### config.mk
export PLATFORM = sky130hd
export DESIGN_NAME = smrb_bank
export DESIGN_NICKNAME = d
export VERILOG_FILES = /design/src/smrb_reg32.v /design/src/smrb_bank.v
export VERILOG_INCLUDE_DIRS = /design/src
export SDC_FILE = /design/constraint.sdc
export NUM_CORES = 1
export LEC_CHECK = 0
export ABC_AREA = 0
export ABC_CLOCK_PERIOD_IN_PS = 2050
export BUFFER_PORTS_ARGS = -buffer_cell sky130_fd_sc_hd__buf_2
export CAP_MARGIN = 40
export CELL_PAD_IN_SITES_DETAIL_PLACEMENT = 1
export CELL_PAD_IN_SITES_GLOBAL_PLACEMENT = 1
export CORE_MARGIN = 3
export CORE_UTILIZATION = 30
export CTS_CLUSTER_DIAMETER = 120
export DETAILED_ROUTE_END_ITERATION = 7
export PLACE_DENSITY_LB_ADDON = 0.12
export SETUP_SLACK_MARGIN = 0.1
export SLEW_MARGIN = 30
export SYNTH_ARGS = -nofsm -noshare
export SYNTH_HDL_FRONTEND = slang
export SYNTH_HIERARCHICAL = 1
export SYNTH_SLANG_ARGS = --single-unit
### constraint.sdc
create_clock -name core_clk -period 2.05 [get_ports core_clk]
set_input_delay 0.1025 -clock core_clk [delete_from_list [all_inputs] [get_ports core_clk]]
set_output_delay 0.1025 -clock core_clk [all_outputs]
set_load 0.005 [all_outputs]
### src/smrb_defs.vh
// Purpose: offsets, field positions and reset values of the subsystem register bank
// Assumes: byte offsets on a 32-bit internal register port
// Notes: definitions only
`ifndef SMRB_DEFS_VH
`define SMRB_DEFS_VH
`define SMRB_AW 9
`define SMRB_OFF_ERR_ADDR 9'h004
`define SMRB_OFF_ERR_CTRL 9'h014
`define SMRB_OFF_IRQ_CTRL 9'h018
`define SMRB_OFF_TRACE_EN 9'h01c
`define SMRB_OFF_DEBUG_EN 9'h020
`define SMRB_OFF_WATCHDOG_COUNT 9'h028
`define SMRB_OFF_THERM_DIS 9'h040
`define SMRB_OFF_IO_POWER 9'h064
`define SMRB_OFF_VW_SRC 9'h090
`define SMRB_ERR_CTRL_W 2
`define SMRB_ERR_CTRL_RST 2'h0
`define SMRB_IRQ_CTRL_RST 1'h1
`define SMRB_TRACE_RST 1'h0
`define SMRB_DEBUG_W 5
`define SMRB_DEBUG_RST 5'h00
`define SMRB_GEN_RST 32'h00000000
`define SMRB_FLD_ERR_DIS 0
`endif

### src/smrb_reg32.v
// Purpose: one plain read/write register word with system reset
// Assumes: synchronous active-low reset, writes qualified by decode
// Notes: used for the generic configuration words of the bank
module smrb_reg32 #(
    parameter W = 32,
    parameter [W-1:0] RST = {W{1'b0}}
) (
    // clock and reset
    input wire core_clk,
    input wire rst_n,
    // write path
    input wire wr_en,
    input wire [W-1:0] wr_data,
    // stored value
    output reg [W-1:0] value_r
);
    always @(posedge core_clk) begin
        if (!rst_n) begin
            value_r <= RST;
        end else if (wr_en) begin
            value_r <= wr_data;
        end
    end
endmodule

### src/smrb_bank.v
// Purpose: miscellaneous register bank of the embedded processor subsystem
// Assumes: one host clock, register port sampled synchronously, one-cycle read latency
// Notes: watchdog event counter has its own reset; no interrupt output exists
//
// Overview of operation
// - all register accesses run on host clock
// - system reset defaults all but watchdog counter
// - watchdog counter cleared by its dedicated reset
// - dedicated reset stays off on watchdog resets
// - bank raises no interrupts
// - accesses still complete while commanded asleep
// - bus error loads address when register zero
// - any write to its word clears address; capture wins
// - later errors ignored while address nonzero
// - registers decoded at base plus offset
`include "smrb_defs.vh"
module smrb_bank (
    // host clock and resets
    input wire core_clk,
    input wire rst_n,
    input wire system_reset_except_watchdog_n,
    // register port
    input wire reg_wr,
    input wire reg_rd,
    input wire [`SMRB_AW-1:0] reg_addr,
    input wire [31:0] reg_wdata,
    output reg [31:0] reg_rdata_r,
    output reg reg_ack_r,
    // power control sleep command
    input wire sleep_req,
    // bus master error report
    input wire bus_err,
    input wire [31:0] bus_err_addr,
    // watchdog event
    input wire watchdog_event,
    // configuration outputs
    output reg mem_exc_disable_r,
    output reg alt_vector_en_r,
    output reg trace_port_en_r,
    output reg [`SMRB_DEBUG_W-1:0] debug_port_en_r
);
    reg [31:0] err_addr_r;
    reg [31:0] err_addr_nxt;
    reg [`SMRB_ERR_CTRL_W-1:0] err_ctrl_r;
    reg [31:0] watchdog_count_r;
    reg [31:0] watchdog_count_nxt;
    wire [31:0] therm_dis;
    wire [31:0] io_power;
    wire [31:0] vw_src;
    wire [31:0] err_ctrl_word;
    wire [31:0] alt_vector_word;
    wire [31:0] trace_word;
    wire [31:0] debug_word;
    reg [31:0] rdata_nxt;
    wire wr_any;
    wire wr_err_addr;
    wire wr_err_ctrl;
    wire wr_irq_ctrl;
    wire wr_trace_en;
    wire wr_debug_en;
    wire wr_watchdog_count;
    wire wr_therm_dis;
    wire wr_io_power;
    wire wr_vw_src;
    wire err_addr_empty;
    wire err_capture;

    // sleep_req is deliberately unused by access logic: the bank stays reachable
    assign wr_any = reg_wr;

    // full-offset compare, so no word aliases into an unlisted offset
    assign wr_err_addr = wr_any && (reg_addr == `SMRB_OFF_ERR_ADDR);
    assign wr_err_ctrl = wr_any && (reg_addr == `SMRB_OFF_ERR_CTRL);
    assign wr_irq_ctrl = wr_any && (reg_addr == `SMRB_OFF_IRQ_CTRL);
    assign wr_trace_en = wr_any && (reg_addr == `SMRB_OFF_TRACE_EN);
    assign wr_debug_en = wr_any && (reg_addr == `SMRB_OFF_DEBUG_EN);
    assign wr_watchdog_count = wr_any && (reg_addr == `SMRB_OFF_WATCHDOG_COUNT);
    assign wr_therm_dis = wr_any && (reg_addr == `SMRB_OFF_THERM_DIS);
    assign wr_io_power = wr_any && (reg_addr == `SMRB_OFF_IO_POWER);
    assign wr_vw_src = wr_any && (reg_addr == `SMRB_OFF_VW_SRC);

    // only the first fault since the last clear is kept
    assign err_addr_empty = (err_addr_r == 32'h00000000);
    assign err_capture = bus_err && err_addr_empty;

    // narrow registers sit in the low bits; the rest reads zero
    assign err_ctrl_word = {{(32-`SMRB_ERR_CTRL_W){1'b0}}, err_ctrl_r};
    assign alt_vector_word = {31'h0, alt_vector_en_r};
    assign trace_word = {31'h0, trace_port_en_r};
    assign debug_word = {{(32-`SMRB_DEBUG_W){1'b0}}, debug_port_en_r};

    // capture is tested first, so it wins over a clearing write in one cycle
    always @* begin
        err_addr_nxt = err_addr_r;
        if (err_capture) begin
            err_addr_nxt = bus_err_addr;
        end else if (wr_err_addr) begin
            err_addr_nxt = 32'h00000000;
        end
    end

    // every process below uses core_clk only
    always @(posedge core_clk) begin
        if (!rst_n) begin
            err_addr_r <= `SMRB_GEN_RST;
        end else begin
            err_addr_r <= err_addr_nxt;
        end
    end

    // writes to unlisted offsets match no strobe and fall away
    always @(posedge core_clk) begin
        if (!rst_n) begin
            err_ctrl_r <= `SMRB_ERR_CTRL_RST;
        end else if (wr_err_ctrl) begin
            err_ctrl_r <= reg_wdata[`SMRB_ERR_CTRL_W-1:0];
        end
    end

    always @(posedge core_clk) begin
        if (!rst_n) begin
            alt_vector_en_r <= `SMRB_IRQ_CTRL_RST;
        end else if (wr_irq_ctrl) begin
            alt_vector_en_r <= reg_wdata[0];
        end
    end

    always @(posedge core_clk) begin
        if (!rst_n) begin
            trace_port_en_r <= `SMRB_TRACE_RST;
        end else if (wr_trace_en) begin
            trace_port_en_r <= reg_wdata[0];
        end
    end

    always @(posedge core_clk) begin
        if (!rst_n) begin
            debug_port_en_r <= `SMRB_DEBUG_RST;
        end else if (wr_debug_en) begin
            debug_port_en_r <= reg_wdata[`SMRB_DEBUG_W-1:0];
        end
    end

    // extra flop keeps every top output straight from a register
    always @(posedge core_clk) begin
        if (!rst_n) begin
            mem_exc_disable_r <= 1'b0;
        end else begin
            mem_exc_disable_r <= err_ctrl_r[`SMRB_FLD_ERR_DIS];
        end
    end

    // a load from the processor beats an event in the same cycle
    always @* begin
        watchdog_count_nxt = watchdog_count_r;
        if (wr_watchdog_count) begin
            watchdog_count_nxt = reg_wdata;
        end else if (watchdog_event) begin
            watchdog_count_nxt = watchdog_count_r + 32'h00000001;
        end
    end

    // counter survives system reset; only its own reset clears it
    // the reset source keeps that input high on watchdog resets
    always @(posedge core_clk) begin
        if (!system_reset_except_watchdog_n) begin
            watchdog_count_r <= 32'h00000000;
        end else begin
            watchdog_count_r <= watchdog_count_nxt;
        end
    end

    smrb_reg32 #(.W(32), .RST(`SMRB_GEN_RST)) u_therm (
        .core_clk(core_clk),
        .rst_n(rst_n),
        .wr_en(wr_therm_dis),
        .wr_data(reg_wdata),
        .value_r(therm_dis)
    );
    smrb_reg32 #(.W(32), .RST(`SMRB_GEN_RST)) u_iopwr (
        .core_clk(core_clk),
        .rst_n(rst_n),
        .wr_en(wr_io_power),
        .wr_data(reg_wdata),
        .value_r(io_power)
    );
    smrb_reg32 #(.W(32), .RST(`SMRB_GEN_RST)) u_vwsrc (
        .core_clk(core_clk),
        .rst_n(rst_n),
        .wr_en(wr_vw_src),
        .wr_data(reg_wdata),
        .value_r(vw_src)
    );

    always @* begin
        rdata_nxt = 32'h00000000;
        case (reg_addr)
            `SMRB_OFF_ERR_ADDR: rdata_nxt = err_addr_r;
            `SMRB_OFF_ERR_CTRL: rdata_nxt = err_ctrl_word;
            `SMRB_OFF_IRQ_CTRL: rdata_nxt = alt_vector_word;
            `SMRB_OFF_TRACE_EN: rdata_nxt = trace_word;
            `SMRB_OFF_DEBUG_EN: rdata_nxt = debug_word;
            `SMRB_OFF_WATCHDOG_COUNT: rdata_nxt = watchdog_count_r;
            `SMRB_OFF_THERM_DIS: rdata_nxt = therm_dis;
            `SMRB_OFF_IO_POWER: rdata_nxt = io_power;
            `SMRB_OFF_VW_SRC: rdata_nxt = vw_src;
            default: rdata_nxt = 32'h00000000;
        endcase
    end

    // ack is a one-cycle pulse per access, asleep or not
    always @(posedge core_clk) begin
        if (!rst_n) begin
            reg_ack_r <= 1'b0;
        end else begin
            reg_ack_r <= reg_rd | reg_wr;
        end
    end

    // read data holds until the next read, so a late look still sees it
    always @(posedge core_clk) begin
        if (!rst_n) begin
            reg_rdata_r <= 32'h00000000;
        end else if (reg_rd) begin
            reg_rdata_r <= rdata_nxt;
        end
    end

    // no interrupt port exists on this bank
endmodule

==> impl_metrics.json, run 1 <==
{
  "numCtsBuffers": 25,
  "area_delta_synth_final_pct": 29.9,
  "ir_drop_v": 0.000473,
  "setup_ws_ns": 0.222,
  "fin_util_pct": 39.9,
  "tns_ns": 0,
  "wl_um": 31900,
  "fin_area_um2": 12300,
  "yosys-top-cells-area": "dfxtp_1 43%, mux2i_1 11%, nor2b_1 9.1%",
  "clk_pin_slew_ns": 0.06,
  "hp-class": "in2reg",
  "crit_type": "reg2reg",
  "whs_path_depth": 3,
  "grt_max_degree": 81,
  "synth_compound_area_share_pct": 15.6,
  "crit_start": "watchdog_count_r[5]$_SDFFE_PN0P_",
  "fmax_mhz": 547,
  "place_congestion": 0.776,
  "timing.rr.start": "watchdog_count_r[5]$_SDFFE_PN0P_",
  "cts.sinks": 203,
  "ys_ff_latch": 203,
  "fin_worst_skew_ns": 0.0255,
  "synth-edff-count": 0,
  "antenna_found_initial": 0,
  "ys.flop_type": "dfxtp_1",
  "dp_cells": 1481,
  "cpMaxStageDelayCell": "or4_1",
  "wl_per_cell_um": 20.0,
  "io_pins": 122,
  "drive_gt1_share_pct": 21.3,
  "synthesis.nets": 1061,
  "critPathLaunchType": "flip-flop",
  "drt_iter0_drc": 377,
  "n_antenna_cell": 0,
  "drc": 0,
  "dieArea_um2": 33700,
  "synth-simple-area-share_pct": 21.1,
  "whs_ns": 0.0252,
  "yosys.area_share.adder_pct": 0.132,
  "cts_tree": "yes",
  "ys_warn_count": 6,
  "maxSlewViolCount": 0,
  "fin_cells": 1594,
  "fp.coreArea_um2": 30800,
  "finalSetupViolCount": 0,
  "rows": 64,
  "postRouteAntennaNets": 0,
  "min-delay-start": "system_reset_except_watchdog_n",
  "cts.path.max_buffers": 3,
  "synth_top_family_by_area": "simple AND/OR/NAND/NOR gates",
  "yosys.area.top_type_share_pct": 42.9,
  "p_total_mw": 10.0,
  "r2r_end": "watchdog_count_r[25]$_SDFFE_PN0P_",
  "hpwl_um": 22700,
  "cts-htree-levels": 1,
  "die_w_um": 184,
  "power.density_nw_per_um2": 817,
  "grt-ovfl-total": 0,
  "rsz0062_at_grt": "yes",
  "relSlewSlack_pct": 61.0,
  "start_util_pct": 30.7,
  "synth_mux_area_share_pct": 11.7,
  "required_ns": 2.46,
  "synth_xor_area_share_pct": 2.96,
  "grt_usage_pct": 18.5,
  "root_buffer": "clkbuf_16",
  "dpl_cell_area_um2": 10700,
  "crit_arrival_ns": 2.24,
  "cp_max_fo": 6,
  "post-place-ws_ns": 0.0937,
  "fin_crit_sh_pct": 89.2,
  "reg2reg_depth": 6,
  "finalCriticalPeriod_ns": 1.83,
  "hold_viol_final": 0,
  "yosysTopAreaCell": "dfxtp_1",
  "viasPerCell": 4.96,
  "clock_latency_ns": 0.53,
  "ys_seq_area_share_pct": 42.9,
  "grt_pass1_vias": 8244,
  "min_to": "watchdog_count_r[21]$_SDFFE_PN0P_",
  "rrSetupSlack_ns": 0.22,
  "synth_cell_type_count": 58,
  "syn-mean-instance-area_um2": 9.67,
  "async_reset_ff_share_pct": 0,
  "p_leak_nw": 4.26,
  "status": "finished, final reports clean",
  "io_buffers": 120,
  "vias": 7902,
  "path_cells": "nand4_1 -> or4_1 -> buf_4 -> nor3_1 -> xnor2_1 -> a21oi_1",
  "layout_commonest_cell": "dfxtp_1",
  "netlist_instances": 979,
  "most-common-layout-cells": "202 x dfxtp_1, 137 x nor2b_1, 119 x buf_2",
  "maxCapViolCount": 0,
  "tightest_slew_ns": 0.579,
  "fp.dieH_um": 184,
  "synth_area_um2": 9470,
  "max_stage_delay_ns": 0.55,
  "nets": 1261,
  "grt_pass1_wl_um": 49300,
  "end_kind": "flip-flop",
  "dr.pass1.iters": 4
}
[state kept, by name, indices dropped and copies added, names as in the netlist]
register and count:
err_addr_r 32, reg_rdata_r 32, u_iopwr/value_r 32, u_therm/value_r 32, u_vwsrc/value_r 32, watchdog_count_r 32, debug_port_en_r 5, err_ctrl_r 2
alt_vector_en_r 1, mem_exc_disable_r 1, reg_ack_r 1, trace_port_en_r 1
[synth_stat cells (3+ instances only)]
cell type and instances:
dfxtp_1 203, nor2b_1 138, mux2i_1 108, a22oi_1 81, nand2_1 67, clkbuf_1 48, nor2_1 28, o21ai_0 28
a21oi_1 26, and3_1 25, xnor2_1 20, a211oi_1 18, a22o_1 13, nand4_1 13, nor3_1 13, nor4_1 13
nand3_1 12, xor2_1 12, buf_6 10, a221oi_1 9, buf_12 9, buf_2 9, o21ai_2 8, and4_1 7
o21ai_1 7, and2_1 5, nor4b_1 4, a21boi_0 3, and2b_1 3, and3_4 3
[cell families (layout without fill, tap and decap cells)]
group | count (synthesis) | after routing
AOI/OAI and AO/OA | 208 | 208
xor gates and xnor gates | 32 | 32
adders and majority gates | 1 | 1
buffers and inverters | 80 | 299
DFF | 203 | 203
muxes | 110 | 110
and+or+nand+nor | 345 | 345
[power breakdown]
| part | switching (mW) | internal [mW] |
|---|---|---|
| Combinational | 0.482 | 0.446 |
| Clock | 1.76 | 3.15 |
| Sequential | 0.148 | 4.05 |
[layer usage]
metal  up-vias  GRT usage (%)  part of all wire (%)  routed length [um]
met3        28           2.12                   4.4                1410
met2       131           28.9                    43               13700
met1      3815           27.5                    51               16200
met5         -              0                     0                   0
met4         0           3.99                   1.7                 531
li1       3928              -                     -                   -
[how the worst max path moves through the flow]
stage               cells past startpoint  slack (ns)                                end
floorplan                              10        0.13    u_vwsrc/value_r[0]$_SDFFE_PN0P_
global placement                        7        0.11         err_addr_r[2]$_SDFFE_PN0P_
detailed placement                      7        0.09         err_addr_r[8]$_SDFFE_PN0P_
CTS                                     6        0.12  watchdog_count_r[31]$_SDFFE_PN0P_
global route                            6        0.07  watchdog_count_r[25]$_SDFFE_PN0P_
finish                                  6        0.22  watchdog_count_r[25]$_SDFFE_PN0P_
[critical path: cells and delay by family (launching register included)]
family	cells	cell delay [ns]
AND/OR/NAND/NOR	3	0.94
flip-flops	1	0.36
buffers and inverters	1	0.18
XOR/XNOR	1	0.16
AO/OA/AOI/OAI	1	0.08
[repair_timing]
| item | CTS | global route |
|---|---|---|
| gates resized for setup | 0 | 4 |
| hold buffers | 66 | 0 |
| hold endpoints to repair | 163 | 0 |
| setup endpoints to repair | 0 | 13 |
| buffers inserted | 0 | 1 |
[final cells by class]
cell class,count,area [um^2]
tap,396,495
clock inverter,9,176
clock buffer,37,751
timing repair buffer,249,1890
inverter,4,15.0
fill,3520,18500
sequential,203,4070
multi-input combinational,696,4900
Note: power is estimated with default switching activity, not from simulation.
==> run 2, diff against run 1 <==
--- a/config.mk
+++ b/config.mk
@@ -20,2 +20,3 @@
 export SETUP_SLACK_MARGIN = 0.1
+export SKIP_LAST_GASP = 1
 export SLEW_MARGIN = 30
==> constraint.sdc (replaced) <==
create_clock -name core_clk -period 2.05 [get_ports core_clk]
set_input_delay 0.41 -clock core_clk [delete_from_list [all_inputs] [get_ports core_clk]]
set_output_delay 0.41 -clock core_clk [all_outputs]
set_load 0.005 [all_outputs]
==> run 2 against run 1 <==
Net effect:
- sequential power about the same
- core utilization shrank 1.0 points
- largest cell class unchanged
- combinational power increased by 9%
- design area fell by 2.6%
- count of clock-buffer cells in the layout up 1
==> impl_metrics.json, run 2 (same netlist as run 1, synthesis figures left out) <==
{
  "grt_pass1_vias": 8056,
  "power.density_nw_per_um2": 787,
  "maxCapViolCount": 0,
  "hpwl_um": 23700,
  "relSlewSlack_pct": 63.6,
  "start_util_pct": 30.7,
  "fin_cells": 1560,
  "layout_commonest_cell": "dfxtp_1",
  "p_leak_nw": 4.10,
  "cts.path.max_buffers": 3,
  "crit_start": "watchdog_count_r[1]$_SDFFE_PN0P_",
  "clock_latency_ns": 0.52,
  "cp_max_fo": 7,
  "antenna_found_initial": 0,
  "dp_cells": 1519,
  "fin_worst_skew_ns": 0.0137,
  "nets": 1231,
  "rrSetupSlack_ns": 0.21,
  "hold_viol_final": 0,
  "drive_gt1_share_pct": 27.6,
  "fin_util_pct": 38.8,
  "multi_input_area_um2": 5080,
  "most-common-layout-cells": "203 x dfxtp_1, 137 x nor2b_1, 119 x buf_2",
  "dieArea_um2": 33700,
  "drt_iter0_drc": 391,
  "fin_crit_sh_pct": 89.9,
  "root_buffer": "clkbuf_16",
  "rsz0062_at_grt": "yes",
  "n_antenna_cell": 0,
  "fin_area_um2": 12000,
  "finalCriticalPeriod_ns": 1.84,
  "seq_area_um2": 4060,
  "tns_ns": 0,
  "intPower_mw": 7.05,
  "postCtsHoldBufs": 0,
  "clock_power_share_pct": 44.7,
  "pwr-share-comb_pct": 10.7,
  "die_w_um": 184,
  "ir_drop_v": 0.000548,
  "io_buffers": 120,
  "place_congestion": 0.787,
  "area_delta_synth_final_pct": 26.5,
  "crit_arrival_ns": 2.24,
  "p_total_mw": 9.43,
  "required_ns": 2.44,
  "postRouteAntennaNets": 0,
  "grt-ovfl-total": 0,
  "status": "finished, final reports clean",
  "critPathLaunchType": "flip-flop",
  "wl_um": 32500,
  "tightest_slew_ns": 0.545,
  "fp.dieH_um": 184,
  "fillers": 3513,
  "switching_power_mw": 2.38,
  "seqPwrFrac_pct": 44.6,
  "cts_tree": "yes",
  "fmax_mhz": 543,
  "cts.sinks": 203,
  "dpl_cell_area_um2": 11200,
  "cts-htree-levels": 1,
  "io_pins": 122,
  "crit_type": "reg2reg",
  "fp.coreArea_um2": 30800,
  "grt_pass1_wl_um": 49700,
  "viasPerCell": 5.09,
  "dr.pass1.iters": 5,
  "p_sw_share_pct": 25.2,
  "vias": 7939,
  "end_kind": "flip-flop",
  "maxSlewViolCount": 0,
  "drc": 0,
  "grt_max_degree": 66,
  "numCtsBuffers": 24,
  "postCtsSetupRepairBufs": 0,
  "timing.rr.start": "watchdog_count_r[1]$_SDFFE_PN0P_",
  "clk_pin_slew_ns": 0.06,
  "rows": 64,
  "min-delay-start": "bus_err_addr[31]",
  "hp-class": "in2reg",
  "finalSetupViolCount": 0,
  "grt_usage_pct": 18.9,
  "wl_per_cell_um": 20.8
}
## run 2: worst max-delay path, stage by stage (launching register included)
cell	delay [ns]
dfxtp_1	0.37
buf_4	0.13
ha_1	0.15
and3_4	0.20
nand3_1	0.07
buf_4	0.17
buf_4	0.17
nor3_1	0.23
xnor2_1	0.14
a21oi_1	0.08
## run 2: cell type report
class	count	area share, %
flip-flops and latches	203	33.9
repair buffers	220	13.0
clock inverters	3	0.334
well taps	396	4.14
clock buffers	38	6.05
inverters	4	0.125
multi-input cells	696	42.4
## run 2: final timing paths
check | end | cells past startpoint
setup / recovery | watchdog_count_r[16]$_SDFFE_PN0P_ | 9
hold / removal | err_addr_r[31]$_SDFFE_PN0P_ | 3
setup reg to reg | watchdog_count_r[16]$_SDFFE_PN0P_ | 9
hold reg to reg | reg_rdata_r[17]$_SDFFE_PN0P_ | 2
## run 2: routing by layer
| layer | GRT usage, % | routed length (um) | up-vias |
|---|---|---|---|
| met5 | 0 | 0 | - |
| met4 | 2.96 | 465 | 0 |
| met3 | 2.28 | 1060 | 28 |
| met2 | 28.8 | 13900 | 134 |
| met1 | 28.9 | 17000 | 3922 |
| li1 | - | - | 3855 |
## run 2: metrics by stage
stage	hold WS [ns]	setup WS, ns
final	0.147	0.208
after global routing	0.140	0.0739
after CTS	0.128	0.109
after detailed placement	0.443	-0.205
after global placement	0.436	-0.181
after floorplan	0.438	-0.0424
## run 2: power by group through the flow
stage	clock [mW]	combinational [mW]	sequential [mW]
3_3_place_gp	0	1.01	4.29
6_report	4.22	1.01	4.20
5_1_grt	4.50	1.11	4.21
4_1_cts	4.35	1.02	4.20
2_1_floorplan	0	0.602	4.21
3_5_place_dp	0	1.02	4.29
## run 2: repair_timing
action	4_1_cts	5_1_grt
hold endpoints to repair	0	0
pin swaps	0	0
gates resized for setup	1	5
setup endpoints to repair	2	7
==> run 3, diff against run 2 <==
- CTS_BUF_LIST: default -> sky130_fd_sc_hd__clkbuf_16
==> run 3 against run 2 <==
Net effect:
- sequential power about the same
- critical path depth unchanged
- core utilization down 0.16 points
- count of clock-buffer cells in the layout down 13
- clock skew down 0.0030 ns
- register-to-register slack about the same
- combinational power about the same
- worst setup slack worse by 0.0016 ns
- fmax about the same
- routed wire length about the same
==> impl_metrics.json, run 3 (same netlist as run 1, synthesis figures left out) <==
{
  "rows": 64,
  "dp_cells": 1519,
  "fin_area_um2": 11900,
  "hpwl_um": 23700,
  "drt_iter0_drc": 415,
  "seqPwrFrac_pct": 45.7,
  "most-common-layout-cells": "203 x dfxtp_1, 137 x nor2b_1, 119 x buf_2",
  "postRouteAntennaNets": 0,
  "vias": 7923,
  "fin_util_pct": 38.7,
  "tightest_slew_ns": 0.545,
  "cts_tree": "yes",
  "start_util_pct": 30.7,
  "hp-class": "in2reg",
  "cts-htree-levels": 1,
  "wl_um": 32400,
  "dieArea_um2": 33700,
  "clock_power_share_pct": 43.3,
  "finalCriticalPeriod_ns": 1.84,
  "rrSetupSlack_ns": 0.21,
  "reg2reg_depth": 9,
  "grt_max_degree": 66,
  "grt_pass1_vias": 8046,
  "cp_max_fo": 7,
  "power.density_nw_per_um2": 771,
  "cpMaxStageDelayCell": "dfxtp_1",
  "finalSetupViolCount": 0,
  "fmax_mhz": 542,
  "r2r_end": "watchdog_count_r[16]$_SDFFE_PN0P_",
  "path_cells": "buf_4 -> ha_1 -> and3_4 -> nand3_1 -> buf_4 -> buf_4 -> nor3_1 -> xnor2_1 -> a21oi_1",
  "io_buffers": 120,
  "max_stage_delay_ns": 0.37,
  "io_pins": 122,
  "grt-ovfl-total": 0,
  "fp.coreArea_um2": 30800,
  "cts.sinks": 203,
  "status": "finished, final reports clean",
  "drive_gt1_share_pct": 27.1,
  "whs_ns": 0.147,
  "fin_cells": 1560,
  "wl_per_cell_um": 20.8,
  "min-delay-start": "bus_err_addr[31]",
  "end_kind": "flip-flop",
  "fin_crit_sh_pct": 89.9,
  "clk_pin_slew_ns": 0.06,
  "relSlewSlack_pct": 63.6,
  "place_congestion": 0.787,
  "dr.pass1.iters": 5,
  "fin_worst_skew_ns": 0.0107,
  "switching_power_mw": 2.37,
  "crit_top_cell": "buf_4",
  "rsz0062_at_grt": "yes",
  "hold_viol_final": 0,
  "p_sw_share_pct": 25.8,
  "crit_type": "reg2reg",
  "numCtsBuffers": 24,
  "post-place-ws_ns": -0.205,
  "area_delta_synth_final_pct": 26.0,
  "layout_commonest_cell": "dfxtp_1",
  "n_antenna_cell": 0,
  "antenna_found_initial": 0,
  "pwr-share-comb_pct": 10.9,
  "clock_latency_ns": 0.52,
  "viasPerCell": 5.08,
  "maxCapViolCount": 0,
  "cts.path.max_buffers": 3,
  "required_ns": 2.45,
  "ir_drop_v": 0.000549,
  "whs_path_depth": 3,
  "fp.dieH_um": 184,
  "drc": 0,
  "crit_arrival_ns": 2.24,
  "root_buffer": "clkbuf_16",
  "critPathLaunchType": "flip-flop",
  "die_w_um": 184,
  "dpl_cell_area_um2": 11200,
  "setup_ws_ns": 0.206,
  "min_to": "err_addr_r[31]$_SDFFE_PN0P_",
  "timing.rr.start": "watchdog_count_r[1]$_SDFFE_PN0P_",
  "nets": 1231,
  "grt_usage_pct": 18.8,
  "p_leak_nw": 4.11,
  "grt_pass1_wl_um": 49700,
  "maxSlewViolCount": 0,
  "intPower_mw": 6.82
}
==> run 3: worst max-delay path by stage <==
stage	depth (start not counted)	from	slack [ns]	endpoint
finish	9	watchdog_count_r[1]$_SDFFE_PN0P_	0.21	watchdog_count_r[16]$_SDFFE_PN0P_
global route	9	watchdog_count_r[0]$_SDFFE_PN0P_	0.08	watchdog_count_r[20]$_SDFFE_PN0P_
CTS	9	watchdog_count_r[1]$_SDFFE_PN0P_	0.11	watchdog_count_r[20]$_SDFFE_PN0P_
detailed placement	8	reg_addr[0]	-0.21	reg_rdata_r[26]$_SDFFE_PN0P_
global placement	8	reg_addr[0]	-0.18	reg_rdata_r[18]$_SDFFE_PN0P_
floorplan	10	reg_addr[3]	-0.04	u_iopwr/value_r[0]$_SDFFE_PN0P_
==> run 3: final cells by class <==
cell class,count,area (um^2)
clock buffer,25,626
clock inverter,16,88.8
fill,3519,18900
inverter,4,15.0
multi-input combinational,696,5080
sequential,203,4060
tap,396,495
timing repair buffer,220,1550
==> run 3: worst max-delay path, delay by kind of cell (launching register included) <==
family	cells	cell delay [ns]
and+or+nand+nor	3	0.50
adders and majority gates	1	0.15
DFF	1	0.37
AOI/OAI and AO/OA	1	0.08
buffers and inverters	3	0.47
xor gates and xnor gates	1	0.14
==> run 3: repair_timing <==
item / 4_1_cts / 5_1_grt
setup buffers: 0 / 0
hold buffers: 0 / 0
gates resized for setup: 1 / 5
setup endpoints to repair: 2 / 7
==> run 3: per-layer routing <==
metal	wire length, um	up-vias	global-route usage, %	share of wire (%)
met5	0	-	0	0
met4	435	0	2.96	1.3
met3	1130	28	2.28	3.5
met2	13900	134	28.6	43
met1	17000	3898	29.0	52
li1	-	3863	-	-
==> run 3: power by group through the flow <==
stage | Clock [mW] | Combinational, mW | Sequential (mW)
after floorplan | 0 | 0.602 | 4.21
after global placement | 0 | 1.01 | 4.29
after detailed placement | 0 | 1.02 | 4.29
after CTS | 4.11 | 1.02 | 4.20
after global routing | 4.27 | 1.11 | 4.21
final | 3.98 | 1.00 | 4.20
==> run 3: metrics by stage <==
stage	TNS, ns	total power [mW]
5_1_grt	0	9.59
2_1_floorplan	-1.35	4.81
6_report	0	9.19
3_3_place_gp	-8.31	5.30
3_5_place_dp	-13.32	5.31
4_1_cts	0	9.33
